File: config.mk
export PLATFORM = sky130hd
export DESIGN_NAME = mfp_top
export DESIGN_NICKNAME = d
export VERILOG_FILES = /design/src/rtl/mfp_pkg.sv /design/src/rtl/mfp_top.sv
export SDC_FILE = /design/constraint.sdc
export NUM_CORES = 1
export LEC_CHECK = 0
export BUFFER_PORTS_ARGS = -buffer_cell sky130_fd_sc_hd__clkbuf_2
export CAP_MARGIN = 20
export CORE_MARGIN = 2
export CORE_UTILIZATION = 39
export DETAILED_ROUTE_END_ITERATION = 8
export HOLD_SLACK_MARGIN = 0.08
export PLACE_DENSITY = 0.8
export REMOVE_ABC_BUFFERS = 1
export SYNTH_ARGS = -nofsm -noshare
export SYNTH_HDL_FRONTEND = slang
export SYNTH_SLANG_ARGS = --single-unit
File: constraint.sdc
create_clock -name clk_i -period 2.7 [get_ports clk_i]
set_clock_uncertainty 0.2 [all_clocks]
set_input_delay 0.675 -clock clk_i [delete_from_list [all_inputs] [get_ports clk_i]]
set_output_delay 0.675 -clock clk_i [all_outputs]
set_load 0.01 [all_outputs]
File: src/rtl/mfp_pkg.sv
package mfp_pkg;

    // ========================================
    // register map (word addresses, byte offsets)
    localparam logic [7:0] MFP_CTRL_OFS   = 8'h00;
    localparam logic [7:0] MFP_STATUS_OFS = 8'h04;

    // ========================================
    // control field positions
    localparam int MFP_DMA3_SEL_BIT   = 0;
    localparam int MFP_KBCSER_SEL_BIT = 1;
    localparam int MFP_IR_SEL_BIT     = 2;
    localparam int MFP_AQ16_BIT       = 3;
    localparam int MFP_PLL_PD_BIT     = 4;
    localparam int MFP_WAKE_PWR_BIT   = 5;
    localparam int MFP_KBD_RST_BIT    = 6;

    localparam logic [6:0] MFP_CTRL_RST = 7'h10;

    // ========================================
    // status field positions
    localparam int MFP_ST_PLL_ON_BIT  = 0;
    localparam int MFP_ST_GOOD_BIT    = 1;
    localparam int MFP_ST_STRAP_BIT   = 2;
    localparam int MFP_ST_WAKE_BIT    = 3;

    localparam logic [15:0] MFP_CFG_BASE_LO = 16'h03f0;
    localparam logic [15:0] MFP_CFG_BASE_HI = 16'h0370;

    typedef struct packed {
        logic       kbd_rst;
        logic       wake_pwr;
        logic       pll_pd;
        logic       aq16;
        logic       ir_sel;
        logic       kbcser_sel;
        logic       dma3_sel;
    } mfp_ctrl_t;

    typedef struct packed {
        logic        ack;
        logic [31:0] dat;
    } mfp_bus_out_t;

endpackage : mfp_pkg

File: src/rtl/mfp_top.sv
// Contract
// dma3 pins go to dma or kbc lines b/a per dma3 select; dma default
// port2 ring/carrier pins go to serial or kbc lines b/a; serial default
// port2 rx/tx go to uart or infrared per ir bit; uart default
// 16-bit qualify turns port2 dsr/rts/cts/dtr into address 15,12,13,14
// in 16-bit qualify mode chip select acts as address 11 in decode
// supply-good low: host interface idle, no bus cycles decoded
// wake pins and wake output keep working while supply-good is low
// wake logic initialised by the standby-plane reset, not host reset
// pll power-down bit set powers pll down regardless of others
// pll powered only with pd 0, wake-power 0 and supply-good 1
// strap low puts config base at 3f0, high at 370
// keyboard reset output is active low
// reserved pll combinations keep the pll unpowered
// after reset all pin-function selects are clear
`timescale 1ns/100ps
module mfp_top
    import mfp_pkg::*;
(
    input  wire logic        clk_i,
    input  wire logic        rst_i,
    input  wire logic        standby_rst_i,
    input  wire logic        ce_i,
    // classic wishbone slave
    input  wire logic        wb_cyc_i,
    input  wire logic        wb_stb_i,
    input  wire logic        wb_we_i,
    input  wire logic [7:0]  wb_adr_i,
    input  wire logic [3:0]  wb_sel_i,
    input  wire logic [31:0] wb_dat_i,
    output logic      [31:0] wb_dat_o,
    output logic             wb_ack_o,
    // supply and strap
    input  wire logic        supply_good_i,
    input  wire logic        config_base_strap_i,
    // host isa side
    input  wire logic [15:0] isa_addr_i,
    input  wire logic        chip_select_n_i,
    input  wire logic        isa_rd_n_i,
    input  wire logic        isa_wr_n_i,
    output logic             cfg_port_hit_o,
    output logic             host_rd_o,
    output logic             host_wr_o,
    // dma3 / kbc shared pins
    input  wire logic        dma3_ack_pin_i,
    output logic             dma3_req_pin_o,
    output logic             dma3_req_pin_oe_o,
    output logic             dma3_ack_pin_o,
    output logic             dma3_ack_pin_oe_o,
    input  wire logic        dma3_request_i,
    output logic             dma3_acknowledge_n_o,
    // port2 ring/carrier / kbc shared pins
    input  wire logic        port2_ri_pin_i,
    input  wire logic        port2_dcd_pin_i,
    output logic             port2_ri_pin_o,
    output logic             port2_ri_pin_oe_o,
    output logic             port2_dcd_pin_o,
    output logic             port2_dcd_pin_oe_o,
    output logic             port2_ring_indicate_n_o,
    output logic             port2_carrier_detect_n_o,
    // kbc port lines
    input  wire logic        kbc_port_line_a_i,
    input  wire logic        kbc_port_line_b_i,
    output logic             kbc_port_line_a_o,
    output logic             kbc_port_line_b_o,
    // port2 rx/tx pins
    input  wire logic        port2_rx_pin_i,
    output logic             port2_tx_pin_o,
    input  wire logic        uart2_tx_i,
    input  wire logic        infrared_transmit_i,
    output logic             port2_receive_o,
    output logic             infrared_receive_o,
    // port2 modem / high address pins
    input  wire logic        port2_set_ready_pin_i,
    input  wire logic        port2_clear_send_pin_i,
    input  wire logic        port2_request_send_pin_i,
    input  wire logic        port2_terminal_ready_pin_i,
    input  wire logic        port2_request_send_n_i,
    input  wire logic        port2_terminal_ready_n_i,
    output logic             port2_request_send_pin_o,
    output logic             port2_request_send_pin_oe_o,
    output logic             port2_terminal_ready_pin_o,
    output logic             port2_terminal_ready_pin_oe_o,
    output logic             port2_set_ready_n_o,
    output logic             port2_clear_send_n_o,
    // wake sources and output
    input  wire logic        keyboard_data_line_i,
    input  wire logic        mouse_data_line_i,
    input  wire logic        port1_ring_indicate_n_i,
    input  wire logic        wake_enable_i,
    output logic             wake_event_out_n_o,
    // misc
    output logic             pll_power_o,
    output logic             keyboard_reset_out_n_o
);

    // ========================================
    // state
    typedef struct packed {
        mfp_ctrl_t    ctrl;
        mfp_bus_out_t bus;
        logic         strap;
        logic         strap_taken;
        logic         pll_on;
        logic         hit;
        logic         rd;
        logic         wr;
        logic         dma_req;
        logic         dma_req_oe;
        logic         dma_ack;
        logic         dma_ack_oe;
        logic         dma_ack_in;
        logic         ri_pin;
        logic         ri_oe;
        logic         dcd_pin;
        logic         dcd_oe;
        logic         ri_in;
        logic         dcd_in;
        logic         kbc_a;
        logic         kbc_b;
        logic         tx;
        logic         rx_uart;
        logic         rx_ir;
        logic         rts_pin;
        logic         rts_oe;
        logic         dtr_pin;
        logic         dtr_oe;
        logic         dsr_in;
        logic         cts_in;
        logic         kbd_rst_n;
    } mfp_state_t;

    mfp_state_t st_reg;
    mfp_state_t st_next;
    logic       wake_n_reg;

    function automatic logic [15:0] mfp_cfg_base(input logic strap);
        return strap ? MFP_CFG_BASE_HI : MFP_CFG_BASE_LO;
    endfunction : mfp_cfg_base

    logic        req;
    logic [15:0] dec_addr;
    logic [15:0] cfg_base;
    logic [31:0] status_word;

    always_comb begin
        st_next = st_reg;
        req     = wb_cyc_i && wb_stb_i && !st_reg.bus.ack;

        // ========================================
        // wishbone slave: one wait state, ack for one cycle
        st_next.bus.ack = req;
        status_word = '0;
        status_word[MFP_ST_PLL_ON_BIT] = st_reg.pll_on;
        status_word[MFP_ST_GOOD_BIT]   = supply_good_i;
        status_word[MFP_ST_STRAP_BIT]  = st_reg.strap;
        status_word[MFP_ST_WAKE_BIT]   = ~wake_n_reg;
        if (req) begin
            st_next.bus.dat = '0;
            if (wb_adr_i == MFP_CTRL_OFS) begin
                st_next.bus.dat = {25'h0, st_reg.ctrl};
                if (wb_we_i && wb_sel_i[0]) begin
                    st_next.ctrl = mfp_ctrl_t'(wb_dat_i[6:0]);
                end
            end else if (wb_adr_i == MFP_STATUS_OFS) begin
                st_next.bus.dat = status_word;
            end
        end

        // strap caught once after reset release
        if (!st_reg.strap_taken) begin
            st_next.strap       = config_base_strap_i;
            st_next.strap_taken = 1'b1;
        end

        // ========================================
        // pll control; reserved combinations stay off
        st_next.pll_on = !st_reg.ctrl.pll_pd
                      && !st_reg.ctrl.wake_pwr && supply_good_i;

        // ========================================
        // host decode, gated by supply-good
        cfg_base = mfp_cfg_base(st_reg.strap);
        dec_addr = isa_addr_i;
        if (st_reg.ctrl.aq16) begin
            // the select pin is a plain address bit here, not inverted
            dec_addr[11] = chip_select_n_i;
            dec_addr[12] = port2_request_send_pin_i;
            dec_addr[13] = port2_clear_send_pin_i;
            dec_addr[14] = port2_terminal_ready_pin_i;
            dec_addr[15] = port2_set_ready_pin_i;
        end else begin
            // 12-bit mode: bits 15:12 ignored, chip select qualifies
            dec_addr[15:12] = cfg_base[15:12];
        end
        st_next.hit = supply_good_i
                   && (st_reg.ctrl.aq16 || !chip_select_n_i)
                   && (dec_addr[15:1] == cfg_base[15:1]);
        st_next.rd = st_next.hit && !isa_rd_n_i;
        st_next.wr = st_next.hit && !isa_wr_n_i;

        // ========================================
        // dma3 pins
        // the request pin is an output in both roles
        st_next.dma_req_oe = 1'b1;
        st_next.dma_req    = st_reg.ctrl.dma3_sel ? kbc_port_line_a_i
                                                  : dma3_request_i;
        st_next.dma_ack_oe = st_reg.ctrl.dma3_sel;
        st_next.dma_ack    = kbc_port_line_b_i;
        st_next.dma_ack_in = st_reg.ctrl.dma3_sel ? 1'b1 : dma3_ack_pin_i;

        // ========================================
        // ring / carrier pins
        st_next.ri_oe   = st_reg.ctrl.kbcser_sel;
        st_next.ri_pin  = kbc_port_line_b_i;
        st_next.dcd_oe  = st_reg.ctrl.kbcser_sel;
        st_next.dcd_pin = kbc_port_line_a_i;
        st_next.ri_in   = st_reg.ctrl.kbcser_sel ? 1'b1 : port2_ri_pin_i;
        st_next.dcd_in  = st_reg.ctrl.kbcser_sel ? 1'b1 : port2_dcd_pin_i;
        if (st_reg.ctrl.dma3_sel) begin
            st_next.kbc_a = kbc_port_line_a_i;
            st_next.kbc_b = dma3_ack_pin_i;
        end else if (st_reg.ctrl.kbcser_sel) begin
            st_next.kbc_a = port2_dcd_pin_i;
            st_next.kbc_b = port2_ri_pin_i;
        end else begin
            st_next.kbc_a = 1'b1;
            st_next.kbc_b = 1'b1;
        end

        // ========================================
        // rx/tx: uart receive idles high, infrared receive idles low, on the side not selected
        st_next.tx      = st_reg.ctrl.ir_sel ? infrared_transmit_i
                                             : uart2_tx_i;
        st_next.rx_uart = st_reg.ctrl.ir_sel ? 1'b1 : port2_rx_pin_i;
        st_next.rx_ir   = st_reg.ctrl.ir_sel ? port2_rx_pin_i : 1'b0;

        // ========================================
        // modem pins vs high address
        st_next.rts_oe  = !st_reg.ctrl.aq16;
        st_next.dtr_oe  = !st_reg.ctrl.aq16;
        st_next.rts_pin = port2_request_send_n_i;
        st_next.dtr_pin = port2_terminal_ready_n_i;
        st_next.dsr_in  = st_reg.ctrl.aq16 ? 1'b1 : port2_set_ready_pin_i;
        st_next.cts_in  = st_reg.ctrl.aq16 ? 1'b1 : port2_clear_send_pin_i;

        st_next.kbd_rst_n = !st_reg.ctrl.kbd_rst;
    end

    always_ff @(posedge clk_i) begin
        if (rst_i) begin
            st_reg      <= '0;
            st_reg.ctrl <= mfp_ctrl_t'(MFP_CTRL_RST);
            st_reg.dma_req_oe <= 1'b1;
            st_reg.dma_ack_in <= 1'b1;
            st_reg.ri_in  <= 1'b1;
            st_reg.dcd_in <= 1'b1;
            st_reg.kbc_a  <= 1'b1;
            st_reg.kbc_b  <= 1'b1;
            st_reg.tx     <= 1'b1;
            st_reg.rx_uart <= 1'b1;
            st_reg.rts_oe <= 1'b1;
            st_reg.dtr_oe <= 1'b1;
            st_reg.rts_pin <= 1'b1;
            st_reg.dtr_pin <= 1'b1;
            st_reg.dsr_in <= 1'b1;
            st_reg.cts_in <= 1'b1;
            st_reg.kbd_rst_n <= 1'b1;
        end else if (ce_i) begin
            st_reg <= st_next;
        end
    end

    // ========================================
    // wake path: standby reset only, runs whatever supply-good says
    always_ff @(posedge clk_i) begin
        if (standby_rst_i) begin
            wake_n_reg <= 1'b1;
        end else if (ce_i) begin
            wake_n_reg <= !(wake_enable_i && (!keyboard_data_line_i
                          || !mouse_data_line_i
                          || !port1_ring_indicate_n_i
                          || !port2_ri_pin_i
                          || port2_rx_pin_i == 1'b0));
        end
    end

    assign wb_dat_o                     = st_reg.bus.dat;
    assign wb_ack_o                     = st_reg.bus.ack;
    assign cfg_port_hit_o               = st_reg.hit;
    assign host_rd_o                    = st_reg.rd;
    assign host_wr_o                    = st_reg.wr;
    assign dma3_req_pin_o               = st_reg.dma_req;
    assign dma3_req_pin_oe_o            = st_reg.dma_req_oe;
    assign dma3_ack_pin_o               = st_reg.dma_ack;
    assign dma3_ack_pin_oe_o            = st_reg.dma_ack_oe;
    assign dma3_acknowledge_n_o         = st_reg.dma_ack_in;
    assign port2_ri_pin_o               = st_reg.ri_pin;
    assign port2_ri_pin_oe_o            = st_reg.ri_oe;
    assign port2_dcd_pin_o              = st_reg.dcd_pin;
    assign port2_dcd_pin_oe_o           = st_reg.dcd_oe;
    assign port2_ring_indicate_n_o      = st_reg.ri_in;
    assign port2_carrier_detect_n_o     = st_reg.dcd_in;
    assign kbc_port_line_a_o            = st_reg.kbc_a;
    assign kbc_port_line_b_o            = st_reg.kbc_b;
    assign port2_tx_pin_o               = st_reg.tx;
    assign port2_receive_o              = st_reg.rx_uart;
    assign infrared_receive_o           = st_reg.rx_ir;
    assign port2_request_send_pin_o     = st_reg.rts_pin;
    assign port2_request_send_pin_oe_o  = st_reg.rts_oe;
    assign port2_terminal_ready_pin_o   = st_reg.dtr_pin;
    assign port2_terminal_ready_pin_oe_o = st_reg.dtr_oe;
    assign port2_set_ready_n_o          = st_reg.dsr_in;
    assign port2_clear_send_n_o         = st_reg.cts_in;
    assign wake_event_out_n_o           = wake_n_reg;
    assign pll_power_o                  = st_reg.pll_on;
    assign keyboard_reset_out_n_o       = st_reg.kbd_rst_n;

endmodule : mfp_top
==> results.txt, run 1 <==
cell area after synthesis: 0.00194 sq mm
layout overhead on the synthesized area: 23.5%
root buffer cell: sky130_fd_sc_hd__clkbuf_8
ys flop type: sky130_fd_sc_hd__dfxtp_1
antenna viol nets, final: 0
nets: 390
worst-case reg-to-reg path depth: 3
final worst path period share: 79.5%
average wire per cell in the routed design: 11.5 um
depth of the worst hold-timing path: 2
total I/O pin count: 152
routability congestion estimate: 0.735
final antenna diode count: 0
count of H-tree levels built during CTS: 2
sequence of cells on the critical path: clkbuf_2 > or4_4 > or4_2 > o21ai_0
wire length of the first global-routing pass: 6250 um
total power: 1.22 mW
number of endpoints with negative hold slack in the final report: 0
Worst Hold Slack: 0.240 ns
FMAX: 466 MHz
family with the most delay on the worst path: simple AND/OR/NAND/NOR gates
portion of the post-synthesis area used by sequential elements: 42.2%
Data arrival, critical path: 2.17 ns
placed wire-length estimate: 3290 um
crit path max fanout: 4
number of standard cells in the layout, taps in and fillers out: 367
critical setup path kind: in2reg
fraction of post-synthesis cell area in the top cell type by area: 42.2%
combined buffer and inverter count along the critical path: 1
Worst Setup End Kind: flop
longest individual stage delay on the worst path: 0.67 ns
clock buffer count from CTS: 5
worst flop-to-flop path startpoint: wb_ack_o
syn avg cell area: 8.92 sq um
element type at the critical path start: input pin
DRC marker count from the first detailed-route iteration: 66
effective utilization at floorplan: 40.9%
final setup violation count: 0
core footprint: 0.00475 sq mm
Placed Instance Area: 0.00230 sq mm
RSZ-0062 raised after global routing: no
most common library cell in the layout ignoring fill and taps: sky130_fd_sc_hd__clkbuf_2
number of antenna violations at the first check in global routing: 0
final core occ: 50.5%
clock slew at reported path FFs: 0.08 ns
reg-to-reg endpoint: wb_dat_o[3]
number of enable flip-flop cells after synthesis: 0
CP Data Required Time: 2.72 ns
final instance area: 0.00240 sq mm
Remaining Overflow, GRT: 0
buffers from clock root to sink, at most: 2
vias post-DR: 1639
average vias per placed instance: 4.47
clock sink count: 41
pre-CTS setup slack: 0.247 ns
CP max stage cell: sky130_fd_sc_hd__or4_2
count of instances resized after the clock tree is built: 0
cell taking the most area after synthesis: sky130_fd_sc_hd__dfxtp_1
hold-fix buffers at CTS: 0
number of cells after detailed placement: 359
# Max-Cap Violations: 0
maximum number of pins on one net before global-route repair: 41
hold path startpoint: cfg_port_hit_o
worst-case setup margin in the final layout: 0.552 ns
sum of routed wire length over all layers: 4210 um
floorplan die area: 0.00557 sq mm
number of placement rows: 25
drt drc: 0
post-synthesis cell count: 218
worst hold-check path type: reg2reg
proportion of synthesized flip-flops having asynchronous set or reset: 0%
Slew Limit Fails: 0
x dimension of the die: 74.6 um
maximum VDD drop: 0.224 mV
leading post-synthesis cells by cell area: sky130_fd_sc_hd__dfxtp_1 42%, sky130_fd_sc_hd__buf_4 14%, sky130_fd_sc_hd__mux2i_1 8.2%
number of distinct standard cells referenced by the synthesized netlist: 32
clock latency at the later pin of the worst-skew pair: 0.29 ns
die span in y: 74.6 um
count of buffers added by post-CTS timing repair for setup: 0
run status: complete, no violations
layout cells sized above 1: 37.3%
overall routing resource usage: 14.7%
post-synthesis sequential element count: 41
final critical delay including setup and external delays: 2.15 ns
leak pwr: 1.13 nW
number of global-route vias before repair: 1360
Final TNS setup: 0 ns
drt first pass iters: 4
setup slack on the worst flop-to-flop path: 0.83 ns
Hold Crit Endpoint: cfg_port_hit_o
TritonCTS clock tree: yes
Syn. warnings: 0
power per cell area: 507 mW/mm^2
commonest cells after routing, fill and taps aside: 92 x sky130_fd_sc_hd__clkbuf_2, 41 x sky130_fd_sc_hd__dfxtp_1, 26 x sky130_fd_sc_hd__nor2_1, 26 x sky130_fd_sc_hd__conb_1, 16 x sky130_fd_sc_hd__mux2i_1
count of input and output buffers: 92
-- tightest hold or removal path: stages, from the launching register on --
cell                      delay [ns]
sky130_fd_sc_hd__dfxtp_1        0.31
sky130_fd_sc_hd__nand2_1        0.05
sky130_fd_sc_hd__nand2_1        0.04
-- how the worst max path moves through the flow --
stage                 from  cells after the start     endpoint
3_3_place_gp   wb_adr_i[5]                      4  wb_dat_o[1]
2_1_floorplan  wb_adr_i[5]                      4   st_reg[66]
6_report       wb_adr_i[5]                      4  wb_dat_o[3]
4_1_cts        wb_adr_i[5]                      4  wb_dat_o[3]
5_1_grt        wb_adr_i[5]                      4  wb_dat_o[1]
3_5_place_dp   wb_adr_i[5]                      4  wb_dat_o[3]
-- layout make-up --
type / count / area, sq um
Clock buffer: 7 / 96.3
Timing Repair Buffer: 96 / 490
Tap cell: 67 / 83.8
Fill cell: 483 / 2350
Multi-Input combinational cell: 155 / 905
Sequential cell: 41 / 821
Clock inverter: 1 / 5.00
-- cells by family (layout without fill, tap and decap cells) --
kind of cell	Yosys count	after routing	synth area share, %
simple gates	80	80	22.7
buf+inv	46	104	15.9
flops	41	41	42.2
compound gates	32	32	10.2
mux	16	16	8.24
other cells	2	26	0.386
xor+xnor	1	1	0.451
-- synth_stat cells (2+ instances only) --
cell type and instances:
sky130_fd_sc_hd__a211o_1 4, sky130_fd_sc_hd__nor2b_1 8, sky130_fd_sc_hd__o22ai_1 4, sky130_fd_sc_hd__nand3b_1 2, sky130_fd_sc_hd__buf_4 36, sky130_fd_sc_hd__conb_1 2
sky130_fd_sc_hd__clkbuf_1 7, sky130_fd_sc_hd__a22oi_1 3, sky130_fd_sc_hd__buf_1 2, sky130_fd_sc_hd__o21ai_0 12, sky130_fd_sc_hd__dfxtp_1 41, sky130_fd_sc_hd__nand3_1 3
sky130_fd_sc_hd__mux2i_1 16, sky130_fd_sc_hd__nor4_1 2, sky130_fd_sc_hd__a21oi_1 6, sky130_fd_sc_hd__nand2b_1 14, sky130_fd_sc_hd__or2_2 3, sky130_fd_sc_hd__nor2_1 26
sky130_fd_sc_hd__nand2_1 14
-- report_power, final --
group	internal, mW	switching [mW]
clock	0.231	0.208
sequential	0.620	0.00915
combinational	0.0684	0.0798
-- metal layers --
layer  track usage [%]  wire, um  vias up
met1              17.5      1780      734
met2              24.5      2060       61
met4              5.56        57        0
met3              5.22       307        7
met5                 0         0        -
li1                  -         -      837
Power figures use the tool's default switching activity.
==> inputs of run 2 (changes only) <==
- ABC_AREA: default -> 1
- CORE_UTILIZATION: 39 -> 36
- PLACE_DENSITY: 0.8 -> 0.77
- clock period: 2.7 -> 1.7 ns (I/O delays scaled with it)
==> run 2 against run 1 <==
Setup slack lost 0.30 ns. Total power grew 75%. Sequential power grew 62%. Register-to-register slack lost 0.45 ns. Clock power grew 86%. Wire length grew 14%. Non-clock buffer count grew 5. Core utilization shrank 4.4 points. Final cell count grew 19%.
==> results.txt, run 2 <==
# Max-Cap Violations: 0
placed wire-length estimate: 3900 um
met3 track demand over resource: 3.86%
Syn. warnings: 0
CP max stage cell: sky130_fd_sc_hd__dfxtp_1
most common library cell in the layout ignoring fill and taps: sky130_fd_sc_hd__clkbuf_2
TritonCTS clock tree: yes
Final TNS setup: 0 ns
final antenna diode count: 0
power per cell area: 841 mW/mm^2
clock slew at reported path FFs: 0.07 ns
post-synthesis cell count: 279
drt drc: 0
fraction of post-synthesis cell area in the top cell type by area: 40.2%
nets: 456
drt first pass iters: 4
core footprint: 0.00551 sq mm
commonest cells after routing, fill and taps aside: 92 x sky130_fd_sc_hd__clkbuf_2, 46 x sky130_fd_sc_hd__nand2_1, 41 x sky130_fd_sc_hd__dfxtp_1, 31 x sky130_fd_sc_hd__nor2_1, 26 x sky130_fd_sc_hd__conb_1
number of endpoints with negative hold slack in the final report: 0
Filler Cells Inserted: 591
proportion of synthesized flip-flops having asynchronous set or reset: 0%
critical setup path kind: reg2out
Data arrival, critical path: 0.82 ns
Worst Hold Slack: 0.131 ns
family with the most delay on the worst path: flip-flops
count of input and output buffers: 92
clock latency at the later pin of the worst-skew pair: 0.29 ns
RSZ-0062 raised after global routing: no
effective utilization at floorplan: 37.1%
sequence of cells on the critical path: clkbuf_2
count of H-tree levels built during CTS: 2
count leader, synth: sky130_fd_sc_hd__nand2_1
maximum VDD drop: 0.726 mV
number of placement rows: 27
leading post-synthesis cells by cell area: sky130_fd_sc_hd__dfxtp_1 40%, sky130_fd_sc_hd__buf_4 14%, sky130_fd_sc_hd__nand2_1 8.5%
post-synthesis sequential element count: 41
global routing usage on met1: 17.4%
final instance area: 0.00254 sq mm
element type at the critical path start: flop
final worst path period share: 84.9%
cell taking the most area after synthesis: sky130_fd_sc_hd__dfxtp_1
vias post-DR: 1924
number of enable flip-flop cells after synthesis: 0
Slew Limit Fails: 0
final critical delay including setup and external delays: 1.44 ns
syn avg cell area: 7.32 sq um
clock buffer count from CTS: 5
longest individual stage delay on the worst path: 0.37 ns
run status: complete, no violations
number of antenna violations at the first check in global routing: 0
overall routing resource usage: 15.6%
final core occ: 46.1%
antenna viol nets, final: 0
wire length of the first global-routing pass: 7730 um
maximum number of pins on one net before global-route repair: 25
x dimension of the die: 79.3 um
number of global-route vias before repair: 1798
cell area after synthesis: 0.00204 sq mm
die span in y: 79.3 um
floorplan die area: 0.00629 sq mm
ys flop type: sky130_fd_sc_hd__dfxtp_1
FMAX: 693 MHz
Remaining Overflow, GRT: 0
worst hold-check path type: in2reg
DRC marker count from the first detailed-route iteration: 30
layout overhead on the synthesized area: 24.3%
routability congestion estimate: 0.765
total I/O pin count: 152
layout cells sized above 1: 33.3%
number of distinct standard cells referenced by the synthesized netlist: 27
combined buffer and inverter count along the critical path: 1
buffers from clock root to sink, at most: 2
root buffer cell: sky130_fd_sc_hd__clkbuf_8
average wire per cell in the routed design: 11.0 um
CP Data Required Time: 1.07 ns
total power: 2.13 mW
final setup violation count: 0
most frequent cells after synthesis: 46 x sky130_fd_sc_hd__nand2_1, 41 x sky130_fd_sc_hd__dfxtp_1, 37 x sky130_fd_sc_hd__buf_4
clock sink count: 41
Placed Instance Area: 0.00242 sq mm
crit path max fanout: 3
sum of routed wire length over all layers: 4810 um
Worst Setup End Kind: output port
busiest metal layer after global routing: met2
count of buffers added by post-CTS timing repair for setup: 0
leak pwr: 1.31 nW
portion of the post-synthesis area used by sequential elements: 40.2%
GRT met2 Usage: 29.2%
average vias per placed instance: 4.39
hold-fix buffers at CTS: 0
count of instances resized after the clock tree is built: 0
## run 2: worst paths after layout
| check | from | endpoint | slack, ns | cells past startpoint |
|---|---|---|---|---|
| min reg2reg | host_rd_o | host_rd_o | 0.27 | 2 |
| min | standby_rst_i | wake_event_out_n_o | 0.13 | 3 |
| max reg2reg | wb_ack_o | wb_dat_o[3] | 0.38 | 6 |
| max | wake_event_out_n_o | wake_event_out_n_o | 0.26 | 1 |
## run 2: routing by layer
layer,share of wire [%],vias up
li1,-,998
met1,43,841
met2,49,78
met3,6.9,7
met4,1.2,0
met5,0,-
## run 2: final cells by class
cell class | count | area (sq um) | area share (%)
clock inverter | 2 | 37.5 | 1.48
multi-input combinational | 189 | 880 | 34.6
tap | 72 | 90.1 | 3.55
timing repair buffer | 101 | 528 | 20.8
clock buffer | 6 | 82.6 | 3.25
inverter | 27 | 101 | 3.99
sequential | 41 | 821 | 32.3
## run 2: logic make-up after synthesis
logic type	count (synthesis)	share of synthesized area (%)
and+or+nand+nor	110	24.7
AOI/OAI and AO/OA	52	13.1
buffers and inverters	73	21.2
other	2	0.368
muxes	1	0.490
DFF	41	40.2
## run 2: power by group
part	internal (mW)	switching (mW)	total (mW)
Sequential	1.00	0.0218	1.02
Clock	0.478	0.341	0.818
Combinational	0.123	0.173	0.295
Total	1.60	0.535	2.13
## run 2: stage by stage
step                      cells  worst slack, ns
after global placement      430            0.110
final                       438            0.257
after global routing        438            0.214
after CTS                   438            0.239
after floorplan             257            0.218
after detailed placement    430            0.102
==> inputs of run 3 (changes only) <==
- clock period: 1.7 -> 1.3 ns (I/O delays scaled with it)
==> run 3 against run 2 <==
The run now ends with negative setup slack left. Sequential share of layout area shrank 3.5 points. Sequential power increased by 32%. Via count grew 8.2%. Non-clock buffer count up 29. Final cell count grew 6.6%. Wire length is 12% higher. Core utilization up 8.4 points. First-iteration DRC count up 150%. Total power grew 25%. Clock-buffer cell count decreased by 1. Critical endpoint is now wb_ack_o.
==> results.txt, run 3 (synthesis results as in run 2) <==
die span in y: 79.3 um
launch point of the worst path: wb_ack_o
number of cells after detailed placement: 439
placed wire-length estimate: 4030 um
nets: 485
worst flop-to-flop path startpoint: wb_ack_o
crit path max fanout: 2
violations in the final reports: negative setup slack
CP Data Required Time: 0.77 ns
average vias per placed instance: 4.46
clock slew at reported path FFs: 0.08 ns
number of global-route vias before repair: 1870
commonest cells after routing, fill and taps aside: 61 x sky130_fd_sc_hd__clkbuf_2, 46 x sky130_fd_sc_hd__nand2_1, 32 x sky130_fd_sc_hd__dfxtp_2, 31 x sky130_fd_sc_hd__nor2_1, 26 x sky130_fd_sc_hd__conb_1
setup slack on the worst flop-to-flop path: 0.01 ns
drt first pass iters: 4
final antenna diode count: 0
worst hold-check path type: in2reg
floorplan die area: 0.00629 sq mm
total I/O pin count: 152
Worst Hold Slack: 0.0955 ns
element type at the critical path start: flop
root buffer cell: sky130_fd_sc_hd__clkbuf_8
x dimension of the die: 79.3 um
final worst path period share: 104%
layout cells sized above 1: 44.3%
final critical delay including setup and external delays: 1.35 ns
run status: finished with violations
FMAX: 739 MHz
worst-case setup margin in the final layout: -0.0535 ns
maximum number of pins on one net before global-route repair: 23
antenna viol nets, final: 0
Slew Limit Fails: 0
critical setup path kind: reg2out
overall routing resource usage: 16.6%
DRC marker count from the first detailed-route iteration: 74
clock sink count: 41
maximum VDD drop: 0.605 mV
pre-CTS setup slack: -0.177 ns
routability congestion estimate: 0.774
number of endpoints with negative hold slack in the final report: 0
Data arrival, critical path: 0.83 ns
wire length of the first global-routing pass: 8130 um
count of input and output buffers: 92
number of standard cells in the layout, taps in and fillers out: 467
leak pwr: 1.48 nW
Hold Crit Endpoint: st_reg[64]
depth of the worst hold-timing path: 3
number of placement rows: 27
core footprint: 0.00551 sq mm
sum of routed wire length over all layers: 5410 um
TritonCTS clock tree: yes
drt drc: 0
vias post-DR: 2082
reg-to-reg endpoint: st_reg[65]
effective utilization at floorplan: 37.1%
count of H-tree levels built during CTS: 2
RSZ-0062 raised after global routing: yes
average wire per cell in the routed design: 11.6 um
Worst Setup End Kind: output port
clock latency at the later pin of the worst-skew pair: 0.29 ns
hold path startpoint: wb_dat_i[2]
power per cell area: 889 mW/mm^2
number of antenna violations at the first check in global routing: 0
final setup violation count: 1
most common library cell in the layout ignoring fill and taps: sky130_fd_sc_hd__clkbuf_2
worst-case reg-to-reg path depth: 6
# Max-Cap Violations: 0
Remaining Overflow, GRT: 0
buffers from clock root to sink, at most: 2
clock buffer count from CTS: 5
layout overhead on the synthesized area: 46.9%
run 3: cell types whose count changed in the layout (fill, tap and decap cells not counted), moves of 2 or more:
cell / previous run / this run
sky130_fd_sc_hd__dfxtp_1: 41 / 8
sky130_fd_sc_hd__dfxtp_2: 0 / 32
sky130_fd_sc_hd__clkbuf_2: 92 / 61
sky130_fd_sc_hd__buf_6: 0 / 24
sky130_fd_sc_hd__dlygate4sd3_1: 0 / 14
sky130_fd_sc_hd__buf_4: 9 / 21
sky130_fd_sc_hd__buf_2: 0 / 8
sky130_fd_sc_hd__o21ai_0: 17 / 13
sky130_fd_sc_hd__a21oi_1: 24 / 22
sky130_fd_sc_hd__a21oi_2: 0 / 2
sky130_fd_sc_hd__clkinv_2: 0 / 2
sky130_fd_sc_hd__o21ai_1: 6 / 8
sky130_fd_sc_hd__o21ai_2: 0 / 2
run 3: timing repair:
| action | 4_1_cts | 5_1_grt |
|---|---|---|
| hold buffers | 14 | 0 |
| gates resized for setup | 26 | 75 |
| buffers inserted | 2 | 4 |
| setup endpoints to repair | 25 | 45 |
| endpoints found under the hold margin | 15 | 0 |
| cloned | 0 | 0 |
| pin swaps | 1 | 3 |
run 3: report_power, final:
group | leakage [nW] | switching (mW) | internal [mW] | total (mW)
clock network | 0.0439 | 0.432 | 0.370 | 0.803
logic | 1.10 | 0.253 | 0.262 | 0.515
registers | 0.340 | 0.0346 | 1.31 | 1.35
total | 1.48 | 0.720 | 1.95 | 2.67
run 3: cell type report:
type                       instances  area (sq um)
timing repair buffer             130           948
fill                             536          2500
tap                               72          90.1
clock buffer                       5          68.8
clock inverter                     3          17.5
multi-input combinational        189           908
inverter                          27           104
sequential                        41           865
run 3: worst max-delay path by stage:
stage                  endpoint  slack (ns)
finish                 wb_ack_o       -0.05
global route           wb_ack_o       -0.09
CTS                    wb_ack_o       -0.08
detailed placement  wb_dat_o[1]       -0.18
global placement    wb_dat_o[1]       -0.16
floorplan           st_next[14]       -0.08
run 3: worst max-delay path, stage by stage (launching register included):
cell and delay [ns]:
sky130_fd_sc_hd__dfxtp_2 0.33, sky130_fd_sc_hd__buf_6 0.11, sky130_fd_sc_hd__buf_6 0.11
run 3: metal layers:
metal	vias to the layer above	track usage, %	part of all wire (%)
met5	-	0	0
met2	85	31.4	52
met1	929	17.4	40
met3	10	4.32	6.3
li1	1058	-	-
met4	0	6.72	1.8
run 3: per-stage QoR:
stage          util (%)  setup TNS (ns)  power, mW  instance area (sq um)
4_1_cts            50.7          -0.118       2.65                   2790
3_3_place_gp       45.4           -2.59       1.77                   2500
3_5_place_dp       45.4           -3.34       1.78                   2500
5_1_grt            54.5          -0.481       2.82                   3000
6_report           54.5         -0.0535       2.67                   3000
2_1_floorplan         -          -0.414       1.54                   1800
